`config.mk`:
```
export PLATFORM = sky130hd
export DESIGN_NAME = dpram_port_host
export DESIGN_NICKNAME = d
export VERILOG_FILES = /design/src/hdl/cycle_timer.v /design/src/hdl/dpram_port_host.v
export VERILOG_INCLUDE_DIRS = /design/src /design/src/shared
export SDC_FILE = /design/constraint.sdc
export NUM_CORES = 1
export LEC_CHECK = 0
export BUFFER_PORTS_ARGS = -buffer_cell sky130_fd_sc_hd__buf_2
export CAP_MARGIN = 20
export CELL_PAD_IN_SITES_DETAIL_PLACEMENT = 0
export CELL_PAD_IN_SITES_GLOBAL_PLACEMENT = 1
export CORE_MARGIN = 10
export CORE_UTILIZATION = 35
export CTS_CLUSTER_DIAMETER = 200
export DETAILED_ROUTE_END_ITERATION = 7
export PLACE_DENSITY = 0.87
export SLEW_MARGIN = 25
export SYNTH_ARGS = -nofsm -noshare
export SYNTH_HDL_FRONTEND = slang
export SYNTH_SLANG_ARGS = --single-unit
```
`constraint.sdc`:
```
create_clock -name sys_clk -period 2.4 [get_ports sys_clk]
set_input_delay 0 -clock sys_clk [delete_from_list [all_inputs] [get_ports sys_clk]]
set_output_delay 0 -clock sys_clk [all_outputs]
set_load 0.02 [all_outputs]
```
`src/shared/dpram_host_consts.vh`:
```
// Constants for the host-side controller of one port of a dual-port memory.
// Assumes a 250 MHz system clock; times are in ns, counts derived below.
`ifndef DPRAM_HOST_CONSTS_VH
`define DPRAM_HOST_CONSTS_VH

`define CLK_PERIOD_NS 4
// Write pulse minimum, output-off time, data setup, hold after busy release
`define T_WRITE_PULSE_NS 12
`define T_OUT_OFF_NS 10
`define T_DATA_SETUP_NS 10
`define T_HOLD_AFTER_BUSY_NS 12
`define T_SEM_WRITE_TO_READ_NS 5
`define T_READ_ACCESS_NS 15
// Least times round up to whole cycles
`define CYC_UP(ns) (((ns) + `CLK_PERIOD_NS - 1) / `CLK_PERIOD_NS)
`define CYC_WRITE_PULSE `CYC_UP(`T_WRITE_PULSE_NS)
`define CYC_WRITE_PULSE_OE `CYC_UP(`T_OUT_OFF_NS + `T_DATA_SETUP_NS)
`define CYC_HOLD_AFTER_BUSY `CYC_UP(`T_HOLD_AFTER_BUSY_NS)
`define CYC_SEM_GAP `CYC_UP(`T_SEM_WRITE_TO_READ_NS)
`define CYC_READ `CYC_UP(`T_READ_ACCESS_NS)

`define ADDR_W 14
`define DATA_W 16
`define CNT_W 4
`define CNT_ZERO 4'h0
`define CNT_ONE 4'h1
`define SEM_ADDR_W 3

// Controller states
`define ST_IDLE 3'h0
`define ST_SETUP 3'h1
`define ST_PULSE 3'h2
`define ST_HOLD 3'h3
`define ST_RECOVER 3'h4
`define ST_READ 3'h5
`define ST_DONE 3'h6

`endif

```
`src/hdl/cycle_timer.v`:
```
// Down counter that measures a number of whole clock cycles.
// Assumes load and count values within the counter width.
`timescale 1ns/10ps
`include "dpram_host_consts.vh"

module cycle_timer (
	// Clock and reset
	input wire sys_clk,
	input wire rst,
	// Control
	input wire load,
	input wire [`CNT_W-1:0] load_value,
	// Status
	output wire expired
);
	reg [`CNT_W-1:0] count_reg;
	reg [`CNT_W-1:0] count_next;

	// Load wins over counting so a new phase always starts fresh
	always @* begin
		count_next = count_reg;
		if (load)
			count_next = load_value;
		else if (count_reg != `CNT_ZERO)
			count_next = count_reg - `CNT_ONE;
	end

	// Counter register
	always @(posedge sys_clk or posedge rst) begin
		if (rst)
			count_reg <= `CNT_ZERO;
		else
			count_reg <= count_next;
	end

	// No load term: the state machine loads on expiry, which would close a loop
	assign expired = (count_reg <= `CNT_ONE);
endmodule // cycle_timer

```
`src/hdl/dpram_port_host.v`:
```
// Host controller for one port of an asynchronous dual-port memory.
// Assumes pins are sampled synchronously to sys_clk; data bus is split in/out/enable.
`timescale 1ns/10ps
`include "dpram_host_consts.vh"

// How it works
// - Address changes only with write high
// - Stretch pulse when output enable low
// - Array: select low; semaphore: sem select low
// - Keep chip select high across semaphore cycles
// - Hold write after busy release
// - Slave busy valid before write start
module dpram_port_host (
	// Clock and reset
	input wire sys_clk,
	input wire rst,
	// User request
	input wire req_valid,
	output wire req_ready,
	input wire req_write,
	input wire req_sem,
	input wire req_oe_during_write,
	input wire [`ADDR_W-1:0] req_addr,
	input wire [`DATA_W-1:0] req_wdata,
	// User answer
	output reg resp_valid,
	output reg [`DATA_W-1:0] resp_rdata,
	output reg resp_sem_owned,
	// Memory port pins
	output reg chip_select_n,
	output reg semaphore_select_n,
	output reg read_write_n,
	output reg output_enable_n,
	output reg upper_byte_select_n,
	output reg lower_byte_select_n,
	output reg [`ADDR_W-1:0] addr,
	output reg [`DATA_W-1:0] data_out,
	output reg data_oe,
	input wire [`DATA_W-1:0] data_in,
	input wire busy_n
);
	reg [2:0] state_reg;
	reg [2:0] state_next;
	reg write_reg;
	reg sem_reg;
	reg oe_reg;
	reg timer_load;
	reg [`CNT_W-1:0] timer_value;
	wire timer_expired;
	wire [`CNT_W-1:0] pulse_cycles;

	// State codes
	localparam [2:0] IDLE = `ST_IDLE;
	localparam [2:0] SETUP = `ST_SETUP;
	localparam [2:0] PULSE = `ST_PULSE;
	localparam [2:0] HOLD = `ST_HOLD;
	localparam [2:0] RECOVER = `ST_RECOVER;
	localparam [2:0] READ = `ST_READ;
	localparam [2:0] DONE = `ST_DONE;
	// Phase lengths sized to the timer, so no load value is cut silently
	localparam [`CNT_W-1:0] PULSE_CYC = `CYC_WRITE_PULSE;
	localparam [`CNT_W-1:0] PULSE_OE_CYC = (`CYC_WRITE_PULSE_OE > `CYC_WRITE_PULSE) ?
		`CYC_WRITE_PULSE_OE : `CYC_WRITE_PULSE;
	localparam [`CNT_W-1:0] HOLD_CYC = `CYC_HOLD_AFTER_BUSY;
	localparam [`CNT_W-1:0] GAP_CYC = `CYC_SEM_GAP;
	localparam [`CNT_W-1:0] READ_CYC = `CYC_READ;

	// Phase timer shared by all states
	cycle_timer u_timer (
		.sys_clk(sys_clk),
		.rst(rst),
		.load(timer_load),
		.load_value(timer_value),
		.expired(timer_expired)
	);

	assign req_ready = (state_reg == IDLE);
	// Output drivers must turn off before data setup counts
	assign pulse_cycles = oe_reg ? PULSE_OE_CYC : PULSE_CYC;

	// Next state and timer loading
	always @* begin
		state_next = state_reg;
		timer_load = 1'b0;
		timer_value = `CNT_ONE;
		case (state_reg)
			IDLE: begin
				if (req_valid) begin
					state_next = SETUP;
					timer_load = 1'b1;
				end
			end
			SETUP: begin
				// Address and selects settle with write high
				if (timer_expired) begin
					timer_load = 1'b1;
					if (write_reg) begin
						state_next = PULSE;
						timer_value = pulse_cycles;
					end else begin
						state_next = READ;
						timer_value = READ_CYC;
					end
				end
			end
			PULSE: begin
				// Busy low blocks the write, so keep the pulse open
				if (!busy_n) begin
					state_next = HOLD;
					timer_load = 1'b1;
					timer_value = HOLD_CYC;
				end else if (timer_expired) begin
					state_next = RECOVER;
					timer_load = 1'b1;
					timer_value = GAP_CYC;
				end
			end
			HOLD: begin
				// Restart the hold count while busy stays low
				if (!busy_n) begin
					timer_load = 1'b1;
					timer_value = HOLD_CYC;
				end else if (timer_expired) begin
					state_next = RECOVER;
					timer_load = 1'b1;
					timer_value = GAP_CYC;
				end
			end
			RECOVER: begin
				// Semaphore writes read back the flag to learn ownership
				if (timer_expired) begin
					if (sem_reg) begin
						state_next = READ;
						timer_load = 1'b1;
						timer_value = READ_CYC;
					end else
						state_next = DONE;
				end
			end
			READ: begin
				if (timer_expired)
					state_next = DONE;
			end
			DONE: state_next = IDLE;
			default: state_next = IDLE;
		endcase
	end

	// State, request latch and pin drive
	always @(posedge sys_clk or posedge rst) begin
		if (rst) begin
			state_reg <= IDLE;
			write_reg <= 1'b0;
			sem_reg <= 1'b0;
			oe_reg <= 1'b0;
			chip_select_n <= 1'b1;
			semaphore_select_n <= 1'b1;
			read_write_n <= 1'b1;
			output_enable_n <= 1'b1;
			upper_byte_select_n <= 1'b1;
			lower_byte_select_n <= 1'b1;
			addr <= {`ADDR_W{1'b0}};
			data_out <= {`DATA_W{1'b0}};
			data_oe <= 1'b0;
			resp_valid <= 1'b0;
			resp_rdata <= {`DATA_W{1'b0}};
			resp_sem_owned <= 1'b0;
		end else begin
			state_reg <= state_next;
			resp_valid <= 1'b0;
			case (state_next)
				SETUP: begin
					if (state_reg == IDLE) begin
						// Address moves only while write is high
						write_reg <= req_write;
						sem_reg <= req_sem;
						oe_reg <= req_oe_during_write;
						addr <= req_addr;
						data_out <= req_wdata;
						// Chip select stays high for semaphores
						chip_select_n <= req_sem;
						semaphore_select_n <= !req_sem;
					end
					upper_byte_select_n <= 1'b0;
					lower_byte_select_n <= 1'b0;
					read_write_n <= 1'b1;
					output_enable_n <= 1'b1;
				end
				PULSE, HOLD: begin
					// Selects already low, so write low and host data drive start on the same edge
					read_write_n <= 1'b0;
					data_oe <= 1'b1;
					output_enable_n <= !oe_reg;
				end
				RECOVER: begin
					read_write_n <= 1'b1;
					data_oe <= 1'b0;
					output_enable_n <= 1'b1;
				end
				READ: begin
					read_write_n <= 1'b1;
					data_oe <= 1'b0;
					output_enable_n <= 1'b0;
				end
				DONE: begin
					resp_valid <= 1'b1;
					resp_rdata <= data_in;
					// Flag zero on bit zero means this port owns it
					resp_sem_owned <= sem_reg && !data_in[0];
					chip_select_n <= 1'b1;
					semaphore_select_n <= 1'b1;
					output_enable_n <= 1'b1;
					upper_byte_select_n <= 1'b1;
					lower_byte_select_n <= 1'b1;
					data_oe <= 1'b0;
				end
				default: begin
					read_write_n <= 1'b1;
					data_oe <= 1'b0;
				end
			endcase
		end
	end
endmodule // dpram_port_host

```
### Word level (Yosys, flattened, before mapping)

Cells that the tools add are included.

* word-level logic and storage cells: 79
* flip-flop bits (word level): 64
* bits of input ports: 53
* output and inout port bits: 56

* reduce and logical (&&, ||, !) cells: 14
* multiplexer cells: 35
* add/subtract/negate cells: 1
* order comparisons: 1
* equal/unequal tests: 12

Operators by type and width (number)
* 2-to-1 mux 3 bit: 13
* case mux 3 bit (6 select lines): 1
* == test 3 bit, second input constant: 5
* == test 3 x 2 -> 1 bit, second input constant: 4
* 2-to-1 mux 4 bit: 3
* case mux 4 bit (3 select lines): 1
* case mux 1 bit (2 select lines): 5
* 2-to-1 mux 1 bit: 8
* == test 3 x 1 -> 1 bit, second input constant: 2
* less-or-equal comparator 4 x 1 -> 1 bit, second input constant: 1
* 2-to-1 mux 2 bit: 2
* case mux 1 bit (4 select lines): 1
* AND reduction 2 bit: 2
* nonzero test 2 bit: 2
* nonzero test 4 bit: 1
* OR reduction 2 bit: 2
* subtractor 4 x 1 -> 4 bit, second input constant: 1
* logical NOT 1 bit: 3
* logical NOT 3 bit: 1
* case mux 1 bit (3 select lines): 1
* nonzero test 3 bit: 1
* OR reduction 3 bit: 1
* inequality test 2 bit, second input constant: 1
* logical AND 1 bit: 1

### Logic depth before layout (Yosys ltp)

* depth in word-level cells: 7
* depth in mapped cells: 7
* depth with buffers taken out: 7

### Modules after synthesis

A second synthesis with hierarchy kept.

* cells, all modules: 311
* area, all modules: 2816.5 µm²

Modules (own cells, without submodules)
* dpram_port_host: area an instance 2561.2 µm², sequential area each 1507.7 µm², instances 1, cells an instance 285
* cycle_timer: area an instance 255.2 µm², sequential area each 100.1 µm², instances 1, cells an instance 26

### Worst setup path after synthesis

No wires, ideal clock.

* path kind: flip-flop to flip-flop
* from: register state_reg[1]
* to: register u_timer.count_reg[2]
* path buffers: 1
* setup slack: 458 ps
* setup time: 94 ps
* cell stages (with the launch flop): 7
* period minus slack after synthesis: 1942 ps
* required time: 2306 ps
* arrival: 1848 ps
* cell sequence: dfrtp_1 -> clkbuf_1 -> nor3_1 -> nand2_1 -> o21a_1 -> and4b_1 -> a221oi_2

* elaborated cells between the ends (all ways): 10
* classes of those cells: 4 x eq/ne; 3 x mux; 3 x reduce/logical

RTL lines
* start, declared: RTL line dpram_port_host.v:42 `reg [2:0] state_reg;`
* start signal, assigned: RTL line dpram_port_host.v:169 `state_reg <= state_next;`
* logical NOT 3 bit (*)
* net req_ready: RTL line dpram_port_host.v:19 `output wire req_ready,`
* case mux 1 bit (4 select lines) (*): RTL line dpram_port_host.v:86 `case (state_reg)`
* 2-to-1 mux 4 bit / nonzero test 2 bit (equally long branches)
* end signal, assigned: RTL line cycle_timer.v:31 `` count_reg <= `CNT_ZERO; ``
* end signal, assigned: RTL line cycle_timer.v:33 `count_reg <= count_next;`
* end, declared: RTL line cycle_timer.v:16 `` reg [`CNT_W-1:0] count_reg; ``

Mark *: on every way through the listed nets, which the timed path passes. The rest lies on a longest branch.
A chain may end at the register's enable or synchronous reset.

### Final worst setup path

* from: register u_timer.count_reg[0]
* to: register resp_rdata[10]

* longest elaborated chain between the ends: 5
* elaborated cells between the ends (all ways): 9
* classes of those cells: 1 x order compare; 1 x eq/ne; 7 x mux

Ends and longest elaborated chain
* less-or-equal comparator 4 x 1 -> 1 bit (no line) (*)
* 2-to-1 mux 3 bit: RTL line dpram_port_host.v:112, dpram_port_host.v:123
* 2-to-1 mux 3 bit (on tied branches): RTL line dpram_port_host.v:120, dpram_port_host.v:108
* case mux 3 bit (6 select lines) (*): RTL line dpram_port_host.v:86
* == test 3 bit (*): RTL line dpram_port_host.v:171 `case (state_next)`
* end signal, assigned: RTL line dpram_port_host.v:166 `` resp_rdata <= {`DATA_W{1'b0}}; ``
* end signal, assigned: RTL line dpram_port_host.v:207 `resp_rdata <= data_in;`
* end, declared: RTL line dpram_port_host.v:27 `` output reg [`DATA_W-1:0] resp_rdata, ``

Every way passes the cells marked *; elsewhere a longest branch is shown, timed or not.

==> run metrics <==
Critical Path AT 2190 ps; first-pass GRT wire length 12860 µm; Final #Nets 487; Clk network pwr share 0.174; CTS clk-pin slew, worst paths 70 ps; Largest regs data_out (16), resp_rdata (16), addr (14); Startpoint Class register; syn avg cell area 10.04 µm²; most common cell after layout, fill and taps aside buf_2; Worst VDD drop 0.0005535 V; sequential fraction of the synthesis area 0.5952; hpwl dp 5335 µm; critical path cell sequence inv_1 -> ha_1 -> o21ai_0 -> buf_4 -> nor3_2 -> buf_4 -> mux2_2; Mapped Cells 269; clk root buf clkbuf_8; io pins 109; Final Instance Area 4074 µm²; Logic pwr share 0.468; CTS tree done; crit path max fanout 22; crit path kind reg -> reg; Setup Buffers After CTS 0; fin crit share 0.8214; status finished clean; Worst Skew 5.969 ps; achievable clock frequency 0.5072 GHz; Area Overhead vs Synth 50.81%; Critical Path RT 2620 ps; Post-CTS Hold Fix Bufs 50; leakage 2.098 nW; min Tclk post-route 1971 ps; die height 107.9 µm; Synthesized Nets 324; Reg power frac 0.358; Post-synth EDFFs 0; vias in the first global route 2628; setup TNS 0 ps; total of max-cap violations 0; area of the multi-input gates 1007 µm²; Max stage delay on crit path 410 ps; later-pin clock latency in the skew report 330 ps; layout cells sized above 1 0.3570; leading post-synthesis cells by cell area dfrtp_1 (55%), nand2_1 (14%), mux2_2 (6.3%); Tot Pwr 5.382 mW; Hold Path Class in -> reg; Final setup viols 0; drt pass-1 iters 4; WL/cell 14.51 µm; FF/Latch Area 1608 µm²; Sw Ratio 0.4196; Pwr per Cell Area 1321 nW/µm²; ys async rst share 1.000; die width 107.9 µm; die area 11630 µm²; vias per inst 4.614; top cell type's share of synthesized area 0.5465; Sw Pwr 2.258 mW; GRT overflow 0; Residual DRC 0; Pint 3.123 mW; RePlAce Congestion 0.8077; slew of the pin with the lowest slew margin 605.5 ps; Core Area 7370 µm²; num rows 31; GRT Total Usage 0.1391; Netlist cell types 37; 1st-iter DRT viols 98; Antenna diodes 0; Initial Util 0.3666; commonest non-fill, non-tap cells in the layout buf_2 (108), nand2_1 (104), dfrtp_1 (59), dlygate4sd3_1 (50), mux2_2 (15); largest net degree at the start of global routing 37; Critical Path Most Common Cell buf_4; r2r setup slk 430 ps; RSZ-0062 raised after global routing no; crit path capture type register; CTS Buf Count 9; # fillers 629; Synth Flop Type dfrtp_1; delay-heaviest family, CP buffers and inverters; Fin. Hold Viols 0; post-cts gate resize count 0; final slew viol count 0; port bufs 108; CP bufs+invs 3; slew margin rel. 0.5958; CTS Sinks 64; Routed WL 7779 µm; #FFs+latches synth 64; Critical Path Slowest Stage Cell dfrtp_1; synth warn 0; Post-Syn Area 2701 µm²; Antenna Violating Nets Remaining 0; CTS HTree Levels 3; Clock Tree Buf Depth 2; Post-DP Area 3367 µm²; initial antenna violation count 0; Synth area leader dfrtp_1; via count 2473
cells by family after synthesis:
logic type      share of synthesized area
fa+ha+maj                        0.009262
buf+inv                           0.03196
xor+xnor                         0.003243
mux                               0.06670
flops                              0.5952
simple gates                       0.2103
compound gates                    0.08337
power groups by stage:
| stage | combinational, mW | clock, mW | sequential [mW] |
|---|---|---|---|
| CTS | 2.54 | 0.966 | 1.92 |
| floorplan | 1.16 | 0 | 2.41 |
| detailed placement | 2.47 | 0 | 1.93 |
| finish | 2.52 | 0.934 | 1.93 |
| global placement | 2.43 | 0 | 1.93 |
| global route | 2.77 | 1.03 | 1.99 |
final cells by class:
type | count | share of cell area
timing repair buffer | 164 | 0.2697
clock buffer | 11 | 0.03716
inverter | 8 | 0.007371
clock inverter | 5 | 0.01351
multi-input combinational | 185 | 0.2472
sequential | 64 | 0.3947
tap | 99 | 0.03041
synth_stat cells, types with 2 or more instances:
cell      instances
a22oi_1           4
mux2_2           15
o21ai_0           8
clkbuf_1          5
buf_2             6
nand2b_1          2
inv_1             8
nor3_1            3
a21o_1            2
o21a_1            3
dfstp_2           5
ha_1              2
dfrtp_1          59
nand2_1         104
and2_1            2
nor2b_1           6
nor2_1            7
a21oi_1           9
metrics by stage:
stage          hold WS (ps)  setup WS (ps)  std cells  utilization
2_1_floorplan         105.4          458.2        269            -
3_3_place_gp          116.3          474.3        470       0.4569
3_5_place_dp          124.5          445.3        470       0.4569
4_1_cts               68.50          424.0        536       0.5528
5_1_grt               146.3          312.8        536       0.5528
6_report              75.82          428.5        536       0.5528
worst reg2reg max path: cells and delay by family, from the launching register on:
| family | cells | cell delay [ps] |
|---|---|---|
| AOI/OAI and AO/OA | 1 | 110 |
| adders and majority gates | 1 | 270 |
| buffers and inverters | 3 | 520 |
| DFF | 1 | 410 |
| muxes | 1 | 390 |
| and+or+nand+nor | 1 | 160 |
layer usage:
layer  up-vias  part of all wire  global-route usage
met5         -                 0                   0
met4         0             0.026             0.05916
met3        17             0.054             0.04850
met2        70              0.54              0.2493
met1      1182              0.38              0.1435
li1       1204                 -                   -
final timing paths:
kind | to | cells after the start | start
min | write_reg$_DFFE_PP0P_ | 3 | req_valid
min in group asynchronous | addr[8]$_DFFE_PP0P_ | 3 | rst
max | resp_rdata[10]$_DFFE_PP0P_ | 7 | u_timer.count_reg[0]$_DFFE_PP0P_
max in group asynchronous | read_write_n$_DFFE_PP1N_ | 4 | rst
max reg2reg | resp_rdata[10]$_DFFE_PP0P_ | 7 | u_timer.count_reg[0]$_DFFE_PP0P_
min reg2reg | data_out[8]$_DFFE_PP0P_ | 2 | data_out[8]$_DFFE_PP0P_
(Power assumes the default switching activity.)
